--- src/core/ssp_pkg.sv ---
// constants, field layout and types of the synchronous serial port
`default_nettype none
package ssp_pkg;
	localparam int unsigned SSP_AW        = 5;
	localparam logic [4:0]  SSP_CTRL0_OFF = 5'h00;
	localparam logic [4:0]  SSP_CTRL1_OFF = 5'h04;
	localparam logic [4:0]  SSP_DATA_OFF  = 5'h08;
	localparam logic [4:0]  SSP_STAT_OFF  = 5'h0C;
	localparam logic [4:0]  SSP_PRESC_OFF = 5'h10;
	// ctrl0 fields
	localparam int unsigned SSP_C0_SIZE   = 0;
	localparam int unsigned SSP_C0_FMT    = 4;
	localparam int unsigned SSP_C0_CPOL   = 6;
	localparam int unsigned SSP_C0_CPHA   = 7;
	localparam int unsigned SSP_C0_SCR    = 8;
	// ctrl1 fields
	localparam int unsigned SSP_C1_EN     = 1;
	localparam int unsigned SSP_C1_SLAVE  = 2;
	localparam int unsigned SSP_C1_SOD    = 3;
	// status fields
	localparam int unsigned SSP_ST_TFE    = 0;
	localparam int unsigned SSP_ST_TNF    = 1;
	localparam int unsigned SSP_ST_RNE    = 2;
	localparam int unsigned SSP_ST_RFF    = 3;
	localparam int unsigned SSP_ST_BSY    = 4;
	localparam int unsigned SSP_ST_OVR    = 5;
	// reset values
	localparam logic [15:0] SSP_CTRL0_RST = 16'h0007;
	localparam logic [3:0]  SSP_CTRL1_RST = 4'h0;
	localparam logic [7:0]  SSP_PRESC_RST = 8'h02;
	// sizes and response codes
	localparam int unsigned SSP_DW        = 16;
	localparam int unsigned SSP_DEPTH     = 8;
	localparam int unsigned SSP_PW        = 3;
	localparam logic [4:0]  SSP_MIN_BITS  = 5'h04;
	localparam logic [4:0]  SSP_CMD_BITS  = 5'h08;
	localparam logic [1:0]  SSP_RESP_OK   = 2'h0;
	localparam logic [1:0]  SSP_RESP_ERR  = 2'h2;

	typedef enum logic [1:0] {
		SSP_FMT_SPI  = 2'h0,
		SSP_FMT_SYNC = 2'h1,
		SSP_FMT_CMD  = 2'h2
	} ssp_fmt_t;

	typedef enum logic [3:0] {
		SSP_S_IDLE  = 4'h1,
		SSP_S_LEAD  = 4'h2,
		SSP_S_SHIFT = 4'h4,
		SSP_S_GAP   = 4'h8
	} ssp_state_t;

	// bits per frame from the size field, clamped to the legal minimum
	function automatic logic [4:0] ssp_bits(input logic [3:0] size_m1);
		logic [4:0] n;
		n = {1'b0, size_m1} + 5'h01;
		return (n < SSP_MIN_BITS) ? SSP_MIN_BITS : n;
	endfunction
endpackage
`default_nettype wire

--- src/core/ssp_fifo_if.sv ---
// valid/ready carrier between the port engine and its word queues
`timescale 1ns/1ps
`default_nettype none
interface ssp_fifo_if;
	logic        wr_valid;
	logic        wr_ready;
	logic [15:0] wr_data;
	logic        rd_valid;
	logic        rd_ready;
	logic [15:0] rd_data;
	modport store (input wr_valid, wr_data, rd_ready, output wr_ready, rd_valid, rd_data);
	modport user  (output wr_valid, wr_data, rd_ready, input wr_ready, rd_valid, rd_data);
endinterface
`default_nettype wire

--- src/core/ssp_fifo.sv ---
// eight-word queue used for both directions of the port
`timescale 1ns/1ps
`default_nettype none
module ssp_fifo (
	input  wire logic   clock_in,
	input  wire logic   rst_b_in,
	ssp_fifo_if.store   q
);
	import ssp_pkg::*;

	logic [SSP_DW-1:0] mem [SSP_DEPTH];
	logic [SSP_PW:0]   wptr_r;
	logic [SSP_PW:0]   rptr_r;
	logic              full;
	logic              empty;

	assign empty      = (wptr_r == rptr_r);
	assign full       = (wptr_r[SSP_PW] != rptr_r[SSP_PW]) && (wptr_r[SSP_PW-1:0] == rptr_r[SSP_PW-1:0]);
	assign q.wr_ready = !full;
	assign q.rd_valid = !empty;
	assign q.rd_data  = mem[rptr_r[SSP_PW-1:0]];

	always_ff @(posedge clock_in) begin
		if (q.wr_valid && !full) begin
			mem[wptr_r[SSP_PW-1:0]] <= q.wr_data;
		end
	end

	always_ff @(posedge clock_in or negedge rst_b_in) begin
		if (!rst_b_in) begin
			wptr_r <= '0;
			rptr_r <= '0;
		end else begin
			if (q.wr_valid && !full) begin
				wptr_r <= wptr_r + 1'b1;
			end
			if (q.rd_ready && !empty) begin
				rptr_r <= rptr_r + 1'b1;
			end
		end
	end
endmodule
`default_nettype wire

--- src/core/ssp_top.sv ---
// synchronous serial port with axi4-lite register access
`timescale 1ns/1ps
`default_nettype none
module ssp_top (
	input  wire logic        clock_in,
	input  wire logic        rst_b_in,
	input  wire logic        s_axi_awvalid_in,
	output logic             s_axi_awready_out,
	input  wire logic [4:0]  s_axi_awaddr_in,
	input  wire logic        s_axi_wvalid_in,
	output logic             s_axi_wready_out,
	input  wire logic [31:0] s_axi_wdata_in,
	input  wire logic [3:0]  s_axi_wstrb_in,
	output logic             s_axi_bvalid_out,
	input  wire logic        s_axi_bready_in,
	output logic [1:0]       s_axi_bresp_out,
	input  wire logic        s_axi_arvalid_in,
	output logic             s_axi_arready_out,
	input  wire logic [4:0]  s_axi_araddr_in,
	output logic             s_axi_rvalid_out,
	input  wire logic        s_axi_rready_in,
	output logic [31:0]      s_axi_rdata_out,
	output logic [1:0]       s_axi_rresp_out,
	input  wire logic        sclk_in,
	output logic             sclk_out,
	output logic             sclk_oe_out,
	input  wire logic        fss_in,
	output logic             fss_out,
	output logic             fss_oe_out,
	input  wire logic        rxd_in,
	output logic             txd_out,
	output logic             txd_oe_out
);
	import ssp_pkg::*;

	ssp_fifo_if tx_if();
	ssp_fifo_if rx_if();

	ssp_fifo u_tx (.clock_in(clock_in), .rst_b_in(rst_b_in), .q(tx_if));
	ssp_fifo u_rx (.clock_in(clock_in), .rst_b_in(rst_b_in), .q(rx_if));

	logic [15:0] ctrl0_r;
	logic [3:0]  ctrl1_r;
	logic [7:0]  presc_r;
	logic        ovr_r;
	logic        aw_hold_r;
	logic        w_hold_r;
	logic [4:0]  aw_addr_r;
	logic [31:0] w_data_r;
	logic [3:0]  w_strb_r;
	logic        wr_go;
	logic        ar_hs;
	logic [2:0]  sclk_sy_r;
	logic [1:0]  fss_sy_r;
	logic [1:0]  rxd_sy_r;
	ssp_state_t  state_r;
	logic [5:0]  h_r;
	logic [15:0] div_r;
	logic [15:0] tx_sh_r;
	logic [15:0] rx_sh_r;
	logic [15:0] rx_word_r;
	logic        push_r;

	// decoded configuration
	ssp_fmt_t    fmt;
	logic [4:0]  nbits;
	logic [4:0]  tot;
	logic [5:0]  last;
	logic        cpol_e;
	logic        cpha_e;
	logic        en;
	logic        slave;
	logic [15:0] half_lim;
	logic        tick;
	logic        s_edge;
	logic        s_fall;
	logic        step;
	logic        capture;
	logic        start;
	logic [15:0] txw;
	logic [15:0] cap_word;
	logic [15:0] mask;

	assign fmt      = ssp_fmt_t'(ctrl0_r[SSP_C0_FMT +: 2]);
	assign nbits    = ssp_bits(ctrl0_r[SSP_C0_SIZE +: 4]);
	assign tot      = (fmt == SSP_FMT_CMD) ? (SSP_CMD_BITS + nbits) : nbits;
	assign last     = {tot, 1'b0} - 6'h01;
	assign cpol_e   = (fmt == SSP_FMT_SPI) ? ctrl0_r[SSP_C0_CPOL] : 1'b0;
	assign cpha_e   = (fmt == SSP_FMT_SPI) ? ctrl0_r[SSP_C0_CPHA] : (fmt == SSP_FMT_SYNC);
	assign en       = ctrl1_r[SSP_C1_EN];
	assign slave    = ctrl1_r[SSP_C1_SLAVE];
	// half bit period = prescale/2 * (1 + scr) module clocks
	assign half_lim = 16'({9'h000, presc_r[7:1]} * {8'h00, ctrl0_r[SSP_C0_SCR +: 8]} + {9'h000, presc_r[7:1]}) - 16'h0001;
	assign tick     = (div_r >= half_lim);
	assign s_edge   = sclk_sy_r[2] ^ sclk_sy_r[1];
	assign s_fall   = sclk_sy_r[2] & ~sclk_sy_r[1];
	assign step     = slave ? s_edge : tick;
	assign capture  = (h_r[0] == cpha_e);
	assign start    = en && (slave ? ((fmt == SSP_FMT_SYNC) ? (fss_sy_r[1] && s_fall) : !fss_sy_r[1])
	                               : tx_if.rd_valid);
	assign txw      = !tx_if.rd_valid ? 16'h0000
	                : (fmt == SSP_FMT_CMD) ? {tx_if.rd_data[7:0], 8'h00}
	                : (tx_if.rd_data << (5'h10 - nbits));
	assign mask     = 16'hFFFF >> (5'h10 - nbits);
	assign cap_word = capture ? {rx_sh_r[14:0], rxd_sy_r[1]} : rx_sh_r;

	assign tx_if.wr_valid = wr_go && (aw_addr_r == SSP_DATA_OFF) && (|w_strb_r[1:0]);
	assign tx_if.wr_data  = w_data_r[15:0];
	assign tx_if.rd_ready = (state_r == SSP_S_IDLE) && start;
	assign rx_if.wr_valid = push_r;
	assign rx_if.wr_data  = rx_word_r;
	assign rx_if.rd_ready = ar_hs && (s_axi_araddr_in == SSP_DATA_OFF);

	// pin inputs pass two flops, sclk three; logic reads the second stage, sclk edges compare the second and third
	always_ff @(posedge clock_in or negedge rst_b_in) begin
		if (!rst_b_in) begin
			sclk_sy_r <= 3'h0;
			fss_sy_r  <= 2'h3;
			rxd_sy_r  <= 2'h0;
		end else begin
			sclk_sy_r <= {sclk_sy_r[1:0], sclk_in};
			fss_sy_r  <= {fss_sy_r[0], fss_in};
			rxd_sy_r  <= {rxd_sy_r[0], rxd_in};
		end
	end

	// bit-rate divider, held clear while the engine is idle
	always_ff @(posedge clock_in or negedge rst_b_in) begin
		if (!rst_b_in) begin
			div_r <= 16'h0000;
		end else if (state_r == SSP_S_IDLE || tick) begin
			div_r <= 16'h0000;
		end else begin
			div_r <= div_r + 16'h0001;
		end
	end

	// frame engine; config changes mid-frame are not guarded, software must idle first
	always_ff @(posedge clock_in or negedge rst_b_in) begin
		if (!rst_b_in) begin
			state_r   <= SSP_S_IDLE;
			h_r       <= 6'h00;
			tx_sh_r   <= 16'h0000;
			rx_sh_r   <= 16'h0000;
			rx_word_r <= 16'h0000;
			push_r    <= 1'b0;
			sclk_out  <= 1'b0;
			fss_out   <= 1'b1;
			txd_out   <= 1'b0;
		end else begin
			push_r <= 1'b0;
			case (state_r)
				SSP_S_IDLE: begin
					sclk_out <= cpol_e;
					fss_out  <= (fmt != SSP_FMT_SYNC);
					h_r      <= 6'h00;
					if (start) begin
						tx_sh_r <= txw;
						txd_out <= txw[15];
						state_r <= slave ? SSP_S_SHIFT : SSP_S_LEAD;
						if (!slave) begin
							fss_out <= (fmt == SSP_FMT_SYNC);
						end
					end
				end
				SSP_S_LEAD: begin
					if (tick) begin
						// frame pulse spans one full clock period before the data
						if (fmt == SSP_FMT_SYNC) begin
							sclk_out <= ~sclk_out;
						end
						if (h_r[0]) begin
							h_r     <= 6'h00;
							state_r <= SSP_S_SHIFT;
							fss_out <= 1'b0;
						end else begin
							h_r <= 6'h01;
						end
					end
				end
				SSP_S_SHIFT: begin
					if (slave && fmt != SSP_FMT_SYNC && fss_sy_r[1]) begin
						state_r <= SSP_S_IDLE;
					end else if (step) begin
						if (!slave) begin
							sclk_out <= ~sclk_out;
						end
						if (capture) begin
							rx_sh_r <= cap_word;
						end else if (!(h_r == 6'h00 && cpha_e)) begin
							tx_sh_r <= {tx_sh_r[14:0], 1'b0};
							txd_out <= tx_sh_r[14];
						end
						if (h_r == last) begin
							rx_word_r <= cap_word & mask;
							push_r    <= 1'b1;
							state_r   <= SSP_S_GAP;
						end else begin
							h_r <= h_r + 6'h01;
						end
					end
				end
				SSP_S_GAP: begin
					if (slave ? (fmt == SSP_FMT_SYNC || fss_sy_r[1]) : tick) begin
						fss_out <= (fmt != SSP_FMT_SYNC);
						state_r <= SSP_S_IDLE;
					end
				end
				default: begin
					state_r <= SSP_S_IDLE;
				end
			endcase
		end
	end

	// pin enables
	always_ff @(posedge clock_in or negedge rst_b_in) begin
		if (!rst_b_in) begin
			sclk_oe_out <= 1'b0;
			fss_oe_out  <= 1'b0;
			txd_oe_out  <= 1'b0;
		end else begin
			sclk_oe_out <= en && !slave;
			fss_oe_out  <= en && !slave;
			// a disabled slave output lets several slaves share the master's input line
			txd_oe_out  <= en && (!slave || (state_r != SSP_S_IDLE && !ctrl1_r[SSP_C1_SOD]));
		end
	end

	// overrun: receive queue full drops the new word, stored data is kept
	always_ff @(posedge clock_in or negedge rst_b_in) begin
		if (!rst_b_in) begin
			ovr_r <= 1'b0;
		end else if (push_r && !rx_if.wr_ready) begin
			ovr_r <= 1'b1;
		end else if (wr_go && aw_addr_r == SSP_STAT_OFF && w_strb_r[0] && w_data_r[SSP_ST_OVR]) begin
			ovr_r <= 1'b0;
		end
	end

	// axi write channels, taken in either order
	assign wr_go = aw_hold_r && w_hold_r && !s_axi_bvalid_out;

	always_ff @(posedge clock_in or negedge rst_b_in) begin
		if (!rst_b_in) begin
			aw_hold_r         <= 1'b0;
			w_hold_r          <= 1'b0;
			aw_addr_r         <= 5'h00;
			w_data_r          <= 32'h00000000;
			w_strb_r          <= 4'h0;
			s_axi_awready_out <= 1'b1;
			s_axi_wready_out  <= 1'b1;
			s_axi_bvalid_out  <= 1'b0;
			s_axi_bresp_out   <= SSP_RESP_OK;
		end else begin
			if (s_axi_awvalid_in && s_axi_awready_out) begin
				aw_hold_r         <= 1'b1;
				aw_addr_r         <= s_axi_awaddr_in;
				s_axi_awready_out <= 1'b0;
			end
			if (s_axi_wvalid_in && s_axi_wready_out) begin
				w_hold_r         <= 1'b1;
				w_data_r         <= s_axi_wdata_in;
				w_strb_r         <= s_axi_wstrb_in;
				s_axi_wready_out <= 1'b0;
			end
			if (wr_go) begin
				aw_hold_r         <= 1'b0;
				w_hold_r          <= 1'b0;
				s_axi_awready_out <= 1'b1;
				s_axi_wready_out  <= 1'b1;
				s_axi_bvalid_out  <= 1'b1;
				s_axi_bresp_out   <= (aw_addr_r > SSP_PRESC_OFF || aw_addr_r[1:0] != 2'h0) ? SSP_RESP_ERR : SSP_RESP_OK;
			end else if (s_axi_bvalid_out && s_axi_bready_in) begin
				s_axi_bvalid_out <= 1'b0;
			end
		end
	end

	// software registers
	always_ff @(posedge clock_in or negedge rst_b_in) begin
		if (!rst_b_in) begin
			ctrl0_r <= SSP_CTRL0_RST;
			ctrl1_r <= SSP_CTRL1_RST;
			presc_r <= SSP_PRESC_RST;
		end else if (wr_go) begin
			if (aw_addr_r == SSP_CTRL0_OFF) begin
				if (w_strb_r[0]) begin
					ctrl0_r[7:0] <= w_data_r[7:0];
				end
				if (w_strb_r[1]) begin
					ctrl0_r[15:8] <= w_data_r[15:8];
				end
			end
			if (aw_addr_r == SSP_CTRL1_OFF && w_strb_r[0]) begin
				ctrl1_r <= w_data_r[3:0];
			end
			// odd prescale values would break the half-period split, so bit 0 stays clear
			if (aw_addr_r == SSP_PRESC_OFF && w_strb_r[0]) begin
				presc_r <= (w_data_r[7:1] == 7'h00) ? SSP_PRESC_RST : {w_data_r[7:1], 1'b0};
			end
		end
	end

	// axi read channel; reading data pops the receive queue
	assign ar_hs = s_axi_arvalid_in && s_axi_arready_out;

	always_ff @(posedge clock_in or negedge rst_b_in) begin
		if (!rst_b_in) begin
			s_axi_arready_out <= 1'b1;
			s_axi_rvalid_out  <= 1'b0;
			s_axi_rdata_out   <= 32'h00000000;
			s_axi_rresp_out   <= SSP_RESP_OK;
		end else if (ar_hs) begin
			s_axi_arready_out <= 1'b0;
			s_axi_rvalid_out  <= 1'b1;
			s_axi_rresp_out   <= SSP_RESP_OK;
			case (s_axi_araddr_in)
				SSP_CTRL0_OFF: s_axi_rdata_out <= {16'h0000, ctrl0_r};
				SSP_CTRL1_OFF: s_axi_rdata_out <= {28'h0000000, ctrl1_r};
				SSP_DATA_OFF:  s_axi_rdata_out <= {16'h0000, rx_if.rd_valid ? rx_if.rd_data : 16'h0000};
				SSP_STAT_OFF:  s_axi_rdata_out <= {26'h0000000, ovr_r,
				                                   (state_r != SSP_S_IDLE) || tx_if.rd_valid,
				                                   !rx_if.wr_ready, rx_if.rd_valid,
				                                   tx_if.wr_ready, !tx_if.rd_valid};
				SSP_PRESC_OFF: s_axi_rdata_out <= {24'h000000, presc_r};
				default: begin
					s_axi_rdata_out <= 32'h00000000;
					s_axi_rresp_out <= SSP_RESP_ERR;
				end
			endcase
		end else if (s_axi_rvalid_out && s_axi_rready_in) begin
			s_axi_rvalid_out  <= 1'b0;
			s_axi_arready_out <= 1'b1;
		end
	end
endmodule
`default_nettype wire

--- config.mk ---
export PLATFORM = sky130hd
export DESIGN_NAME = ssp_top
export DESIGN_NICKNAME = d
export VERILOG_FILES = /design/src/core/ssp_pkg.sv /design/src/core/ssp_fifo_if.sv /design/src/core/ssp_fifo.sv /design/src/core/ssp_top.sv
export SDC_FILE = /design/constraint.sdc
export NUM_CORES = 1
export LEC_CHECK = 0
export BUFFER_PORTS_ARGS = -buffer_cell sky130_fd_sc_hd__buf_2
export CORE_ASPECT_RATIO = 1.4
export CORE_MARGIN = 3
export CORE_UTILIZATION = 35
export CTS_CLUSTER_SIZE = 10
export DETAILED_ROUTE_END_ITERATION = 8
export HOLD_SLACK_MARGIN = 0.12
export SYNTH_ARGS = -nofsm -noshare
export SYNTH_HDL_FRONTEND = slang
export SYNTH_SLANG_ARGS = --single-unit
--- constraint.sdc ---
create_clock -name clock_in -period 9.8 [get_ports clock_in]
set_clock_uncertainty 0.15 [all_clocks]
set_input_delay 0.98 -clock clock_in [delete_from_list [all_inputs] [get_ports clock_in]]
set_output_delay 0.98 -clock clock_in [all_outputs]
set_load 0.005 [all_outputs]
==> results.sh, run 1 <==
export IMPL_route_vias_total=13400
export IMPL_synth_adder_area_share_pct=7.58
export IMPL_ctsHtreeMaxLevel=2
export IMPL_multiInputGateArea_mm2=0.00919
export IMPL_seq_area_frac_synth_pct=54.7
export IMPL_ant_nets=0
export IMPL_synthTopCellsByArea="edfxtp_1 (35%), dfrtp_1 (19%), mux4_2 (6.7%)"
export IMPL_end_kind="flip-flop"
export IMPL_synth_commonest_cells="edfxtp_1 (256), dfrtp_1 (167), nand2_1 (123), inv_1 (105), nor2_1 (99)"
export IMPL_cp_start_kind="flip-flop"
export IMPL_stdcell_count=2584
export IMPL_antenna_found_initial=1
export IMPL_grt_use_total_pct=15.3
export IMPL_hp_class="input pin to asynchronous set/reset pin"
export IMPL_max_freq_ghz=0.128
export IMPL_avgViaCountPerCell=5.19
export IMPL_grt_pass1_vias=13700
export IMPL_synthFlopType="edfxtp_1"
export IMPL_gr_usage_met2_pct=27.3
export IMPL_dpl_cell_area_mm2=0.0233
export IMPL_portBuffers=66
export IMPL_clk_latency_ns=0.60
export IMPL_hold_violations=0
export IMPL_yosys_area_top_type_share_pct=34.6
export IMPL_drtIter0Drc=954
export IMPL_clock_sinks=434
export IMPL_p_leak_nw=9.63
export IMPL_wl_um=50500
export IMPL_cp_required_ns=10.12
export IMPL_die_w_um=219
export IMPL_grt_setup_unrepaired="false"
export IMPL_grtUsageMet1_pct=19.0
export IMPL_setup_viol=0
export IMPL_ir_drop_mv=0.164
export IMPL_coreArea_mm2=0.0624
export IMPL_path_class="flip-flop to flip-flop"
export IMPL_synthToLayoutAreaGrowth_pct=12.1
export IMPL_postLayoutCoreUtil_pct=39.9
export IMPL_slew_headroom_pct=19.0
export IMPL_period_minus_slack_ns=7.82
export IMPL_status="finished, final reports clean"
export IMPL_rows=108
export IMPL_grt_pass1_wl_um=79400
export IMPL_power_density_mw_per_mm2=252
export IMPL_holdBufCountCts=0
export IMPL_synth_cell_type_count=89
export IMPL_synth_xor_area_share_pct=2.33
export IMPL_dp_cells=2488
export IMPL_yosysTopAreaCell="edfxtp_1"
export IMPL_synth_most_common_cell="edfxtp_1"
export IMPL_tns_ns=0
export IMPL_synth_enable_flop_cells=256
export IMPL_syn_avg_cell_area_um2=13.5
export IMPL_die_area_mm2=0.0666
export IMPL_layout_drive_gt1_share_pct=21.6
export IMPL_ys_ff_latch=434
export IMPL_gp_congestion=0.874
export IMPL_grt_met3_usage_pct=2.37
export IMPL_maxSlewViolCount=0
export IMPL_arrival_ns=8.14
export IMPL_start_util_pct=35.6
export IMPL_syn_cell_area_mm2=0.0222
export IMPL_ctsResizeCount=0
export IMPL_worst_slew_pin_slew_ns=1.21
export IMPL_final_area_mm2=0.0249
export IMPL_synth_top_family_by_area="multiplexers"
export IMPL_synthMuxAreaShare_pct=15.8
export IMPL_path_clk_slew_ns=0.06
export IMPL_cts_made_buffers=51
export IMPL_cts_tree="built"
export IMPL_cts_root_buf="clkbuf_16"
export IMPL_grt_max_degree=69
export IMPL_regArea_mm2=0.0122
export IMPL_routedWlPerCell_um=19.5
export IMPL_fillers=5857
export IMPL_synth_simple_area_share_pct=9.09
export IMPL_cp_max_fo=21
export IMPL_clock_path_buffers=3
export IMPL_total_power_mw=6.28
export IMPL_synth_compound_area_share_pct=6.00
export IMPL_drtPass1Iterations=5
export IMPL_yosysWarnings=0
export IMPL_gr_max_usage_layer="met2"
export IMPL_dp_hpwl_um=35700
export IMPL_fin_nets=1882
export IMPL_cts_setup_buffers=0
export IMPL_final_period_utilization_pct=79.8
export IMPL_drv_cap=0
export IMPL_remaining_drc_errors=0
export IMPL_top_level_ports=103
export IMPL_die_h_um=304
export IMPL_diodes=0
export IMPL_overflow=0
export IMPL_synthCells=1650
export IMPL_async_flop_share_pct=41.0
-- final timing paths --
| path | from | to | slack (ns) | cells after the start |
|---|---|---|---|---|
| max | presc_r[5]$_DFFE_PN0P_ | rx_sh_r[13]$_DFFE_PN0P_ | 1.98 | 25 |
| min | rst_b_in | w_data_r[3]$_DFFE_PN0P_ | 0.20 | 1 |
| max reg2reg | presc_r[5]$_DFFE_PN0P_ | rx_sh_r[13]$_DFFE_PN0P_ | 1.98 | 25 |
| min reg2reg | rxd_sy_r[0]$_DFF_PN0_ | rxd_sy_r[1]$_DFF_PN0_ | 0.20 | 0 |
| max in group asynchronous | rst_b_in | rx_sh_r[3]$_DFFE_PN0P_ | 7.24 | 3 |
| min in group clock_in | rxd_sy_r[0]$_DFF_PN0_ | rxd_sy_r[1]$_DFF_PN0_ | 0.20 | 0 |
-- placed cells by master (no fill, tap or decap), types with 34 or more instances in the layout --
master / count
a21oi_1: 44
buf_2: 65
clkbuf_1: 34
clkbuf_16: 52
dfrtp_1: 165
edfxtp_1: 256
fa_1: 41
ha_1: 69
inv_1: 105
mux2_2: 95
mux2i_1: 58
mux4_2: 66
nand2_1: 123
nor2_1: 99
o21ai_0: 54
-- area by class of cell --
type / count / share of cell area [%]
clock buffer: 89 / 5.90
clock inverter: 7 / 0.317
inverter: 106 / 1.60
multi-input combinational: 1026 / 36.9
sequential: 434 / 48.8
tap: 825 / 4.15
timing repair buffer: 97 / 2.30
-- logic make-up after synthesis --
group / after synthesis
adder cells (fa/ha/maj): 110
XOR/XNOR: 56
AND/OR/NAND/NOR: 405
multiplexers: 237
AO/OA/AOI/OAI: 200
flip-flops: 434
other: 1
buffers and inverters: 207
-- registers in the layout (all words and copies together), names as in the netlist, 5 cells and up --
name / count
u_rx.mem: 128
u_tx.mem: 128
ctrl0_r: 16
div_r: 16
rx_if.wr_data: 16
rx_sh_r: 16
s_axi_rdata_out: 16
w_data_r: 16
tx_sh_r: 15
presc_r: 7
h_r: 6
aw_addr_r: 5
-- worst max-delay path: stages, from the launching register on --
cell	delay, ns
dfrtp_1	0.60
inv_1	0.12
fa_1	0.55
inv_1	0.06
fa_1	0.47
fa_1	0.49
inv_1	0.05
fa_1	0.53
inv_1	0.04
ha_1	0.32
nor2b_1	0.14
o21ai_0	0.22
a21oi_1	0.13
o21ai_0	0.22
a21oi_1	0.13
a41o_1	0.28
o41ai_1	0.30
xnor2_1	0.12
ha_1	0.31
nand4_1	0.07
a2111oi_0	0.49
a221oi_2	0.11
buf_4	0.21
a31oi_1	0.39
and3_1	0.78
mux2_2	0.41
-- routing by layer --
| layer | vias up | routed length [um] |
|---|---|---|
| met3 | 69 | 2280 |
| met1 | 6828 | 20200 |
| met5 | - | 0 |
| li1 | 6142 | - |
| met4 | 0 | 1320 |
| met2 | 361 | 26700 |
-- report_power, final --
group / internal [mW] / leakage, nW / switching (mW) / total, mW
clock network: 1.04 / 0.744 / 0.723 / 1.76
logic: 0.926 / 4.28 / 1.15 / 2.07
registers: 2.15 / 4.61 / 0.295 / 2.44
-- through the flow --
step	setup WS (ns)	hold WS, ns
3_5_place_dp	1.96	0.186
6_report	1.98	0.196
5_1_grt	1.37	0.201
3_3_place_gp	1.99	0.185
2_1_floorplan	2.93	0.181
4_1_cts	1.92	0.193
Power figures use the tool's default switching activity.
==> inputs of run 2 (changes only) <==
Clock period 9.8 ns to 6.9 ns, I/O delays scaled along.
==> results.sh, run 2 (synthesized netlist as in run 1, its figures left out) <==
export IMPL_status="finished, final reports clean"
export IMPL_total_power_mw=9.49
export IMPL_path_class="flip-flop to flip-flop"
export IMPL_slew_headroom_pct=17.2
export IMPL_cts_root_buf="clkbuf_16"
export IMPL_ant_nets=0
export IMPL_clkPwrFrac_pct=26.6
export IMPL_die_area_mm2=0.0666
export IMPL_cp_max_fo=9
export IMPL_clk_latency_ns=0.61
export IMPL_synthToLayoutAreaGrowth_pct=15.8
export IMPL_start_util_pct=35.6
export IMPL_place_ws_ns=-0.184
export IMPL_drtIter0Drc=989
export IMPL_ir_drop_mv=0.295
export IMPL_portBuffers=66
export IMPL_period_minus_slack_ns=6.73
export IMPL_power_density_mw_per_mm2=369
export IMPL_hp_class="input pin to flip-flop"
export IMPL_layout_commonest_cell="edfxtp_1"
export IMPL_max_freq_ghz=0.149
export IMPL_p_leak_nw=10.1
export IMPL_grt_max_degree=71
export IMPL_cp_required_ns=7.21
export IMPL_hold_violations=0
export IMPL_r2r_slack_ns=0.17
export IMPL_grt_setup_unrepaired="true"
export IMPL_antenna_found_initial=0
export IMPL_grt_pass1_vias=14200
export IMPL_holdPathStages=2
export IMPL_diodes=0
export IMPL_arrival_ns=7.04
export IMPL_route_vias_total=13700
export IMPL_drv_cap=0
export IMPL_dp_hpwl_um=36800
export IMPL_coreArea_mm2=0.0624
export IMPL_final_period_utilization_pct=97.5
export IMPL_die_w_um=219
export IMPL_r2r_cells=26
export IMPL_worst_slack_ns=0.174
export IMPL_top_level_ports=103
export IMPL_routedWlPerCell_um=20.0
export IMPL_avgViaCountPerCell=5.17
export IMPL_clock_path_buffers=3
export IMPL_r2r_end="rx_sh_r[4]$_DFFE_PN0P_"
export IMPL_hold_path_startpoint="s_axi_wdata_in[3]"
export IMPL_r2r_start="presc_r[1]$_DFFE_PN1P_"
export IMPL_switching_power_mw=3.28
export IMPL_fin_nets=1952
export IMPL_setup_viol=0
export IMPL_wl_um=53100
export IMPL_path_clk_slew_ns=0.06
export IMPL_remaining_drc_errors=0
export IMPL_combPwrFrac_pct=37.2
export IMPL_hold_end="w_data_r[3]$_DFFE_PN0P_"
export IMPL_maxSlewViolCount=0
export IMPL_swShare_pct=34.6
export IMPL_cts_made_buffers=51
export IMPL_worst_slew_pin_slew_ns=1.23
export IMPL_ctsHtreeMaxLevel=2
export IMPL_grt_pass1_wl_um=82100
export IMPL_cp_start_kind="flip-flop"
export IMPL_gp_congestion=0.901
export IMPL_clock_sinks=434
export IMPL_layout_drive_gt1_share_pct=25.8
export IMPL_die_h_um=304
export IMPL_overflow=0
export IMPL_seq_power_share_pct=36.2
export IMPL_end_kind="flip-flop"
export IMPL_postLayoutCoreUtil_pct=41.2
export IMPL_final_cell_mix="edfxtp_1 (256), dfrtp_1 (164), nand2_1 (119)"
export IMPL_drtPass1Iterations=5
export IMPL_grt_use_total_pct=15.9
export IMPL_rows=108
export IMPL_cellInternalPower_mw=6.21
export IMPL_cts_tree="built"
[run 2: how the worst max path moves through the flow]
stage / start / endpoint
2_1_floorplan: presc_r[1]$_DFFE_PN1P_ / rx_if.wr_data[9]$_DFFE_PN0P_
3_3_place_gp: presc_r[1]$_DFFE_PN1P_ / h_r[5]$_DFFE_PN0P_
3_5_place_dp: presc_r[1]$_DFFE_PN1P_ / h_r[5]$_DFFE_PN0P_
4_1_cts: presc_r[1]$_DFFE_PN1P_ / rx_if.wr_data[5]$_DFFE_PN0P_
5_1_grt: presc_r[1]$_DFFE_PN1P_ / rx_sh_r[13]$_DFFE_PN0P_
6_report: presc_r[1]$_DFFE_PN1P_ / rx_sh_r[4]$_DFFE_PN0P_
[run 2: final cells by class]
type                    instances  area, um^2
flip-flops and latches        434       12200
multi-input cells            1026        9390
clock buffers                  89        1480
repair buffers                167        1190
clock inverters                 6        71.3
well taps                     825        1030
inverters                     106         398
fillers                      5799       36700
[run 2: stage by stage]
step                setup TNS (ns)  hold slack (ns)  instances  cell area [um^2]
finish                           0            0.159       2653             25700
global route                 -1.13            0.152       2653             25700
CTS                              0            0.129       2630             25300
detailed placement           -2.06            0.204       2528             23700
global placement             -2.29            0.187       2528             23700
floorplan                        0            0.181       1667             22300
[run 2: power groups by stage]
stage	sequential (mW)	clock [mW]	combinational (mW)
final	3.44	2.52	3.53
after global routing	3.47	2.70	3.94
after CTS	3.44	2.59	3.22
after detailed placement	3.49	0	3.16
after global placement	3.46	0	3.12
after floorplan	3.26	0	2.39
[run 2: worst max-delay path: stages, from the launching register on]
cell	delay, ns
dfstp_2	0.56
nand2_2	0.06
fa_1	0.52
inv_1	0.05
fa_1	0.48
fa_1	0.57
inv_2	0.04
fa_1	0.49
inv_2	0.05
ha_4	0.21
nor2b_2	0.15
o21ai_2	0.14
a21oi_1	0.09
o21ai_1	0.21
a21oi_2	0.09
a41o_1	0.20
o41ai_2	0.32
xnor2_1	0.12
ha_1	0.31
nand4_1	0.14
a2111oi_4	0.35
a221oi_4	0.17
a31oi_1	0.19
buf_4	0.18
and3_4	0.24
buf_12	0.15
mux2_2	0.33
[run 2: repair_timing]
item | in CTS | in global routing
endpoints found under the setup margin | 50 | 58
pin swaps | 0 | 39
gates resized for setup | 6 | 50
gates cloned | 0 | 2
buffers inserted | 0 | 22
endpoints found under the hold margin | 58 | 0
hold buffers | 8 | 0
[run 2: per-layer routing]
| metal | wire length, um | global-route usage [%] |
|---|---|---|
| met1 | 21200 | 19.2 |
| met2 | 27600 | 28.1 |
| met3 | 2280 | 2.65 |
| met4 | 1990 | 6.27 |
| met5 | 0 | 0 |
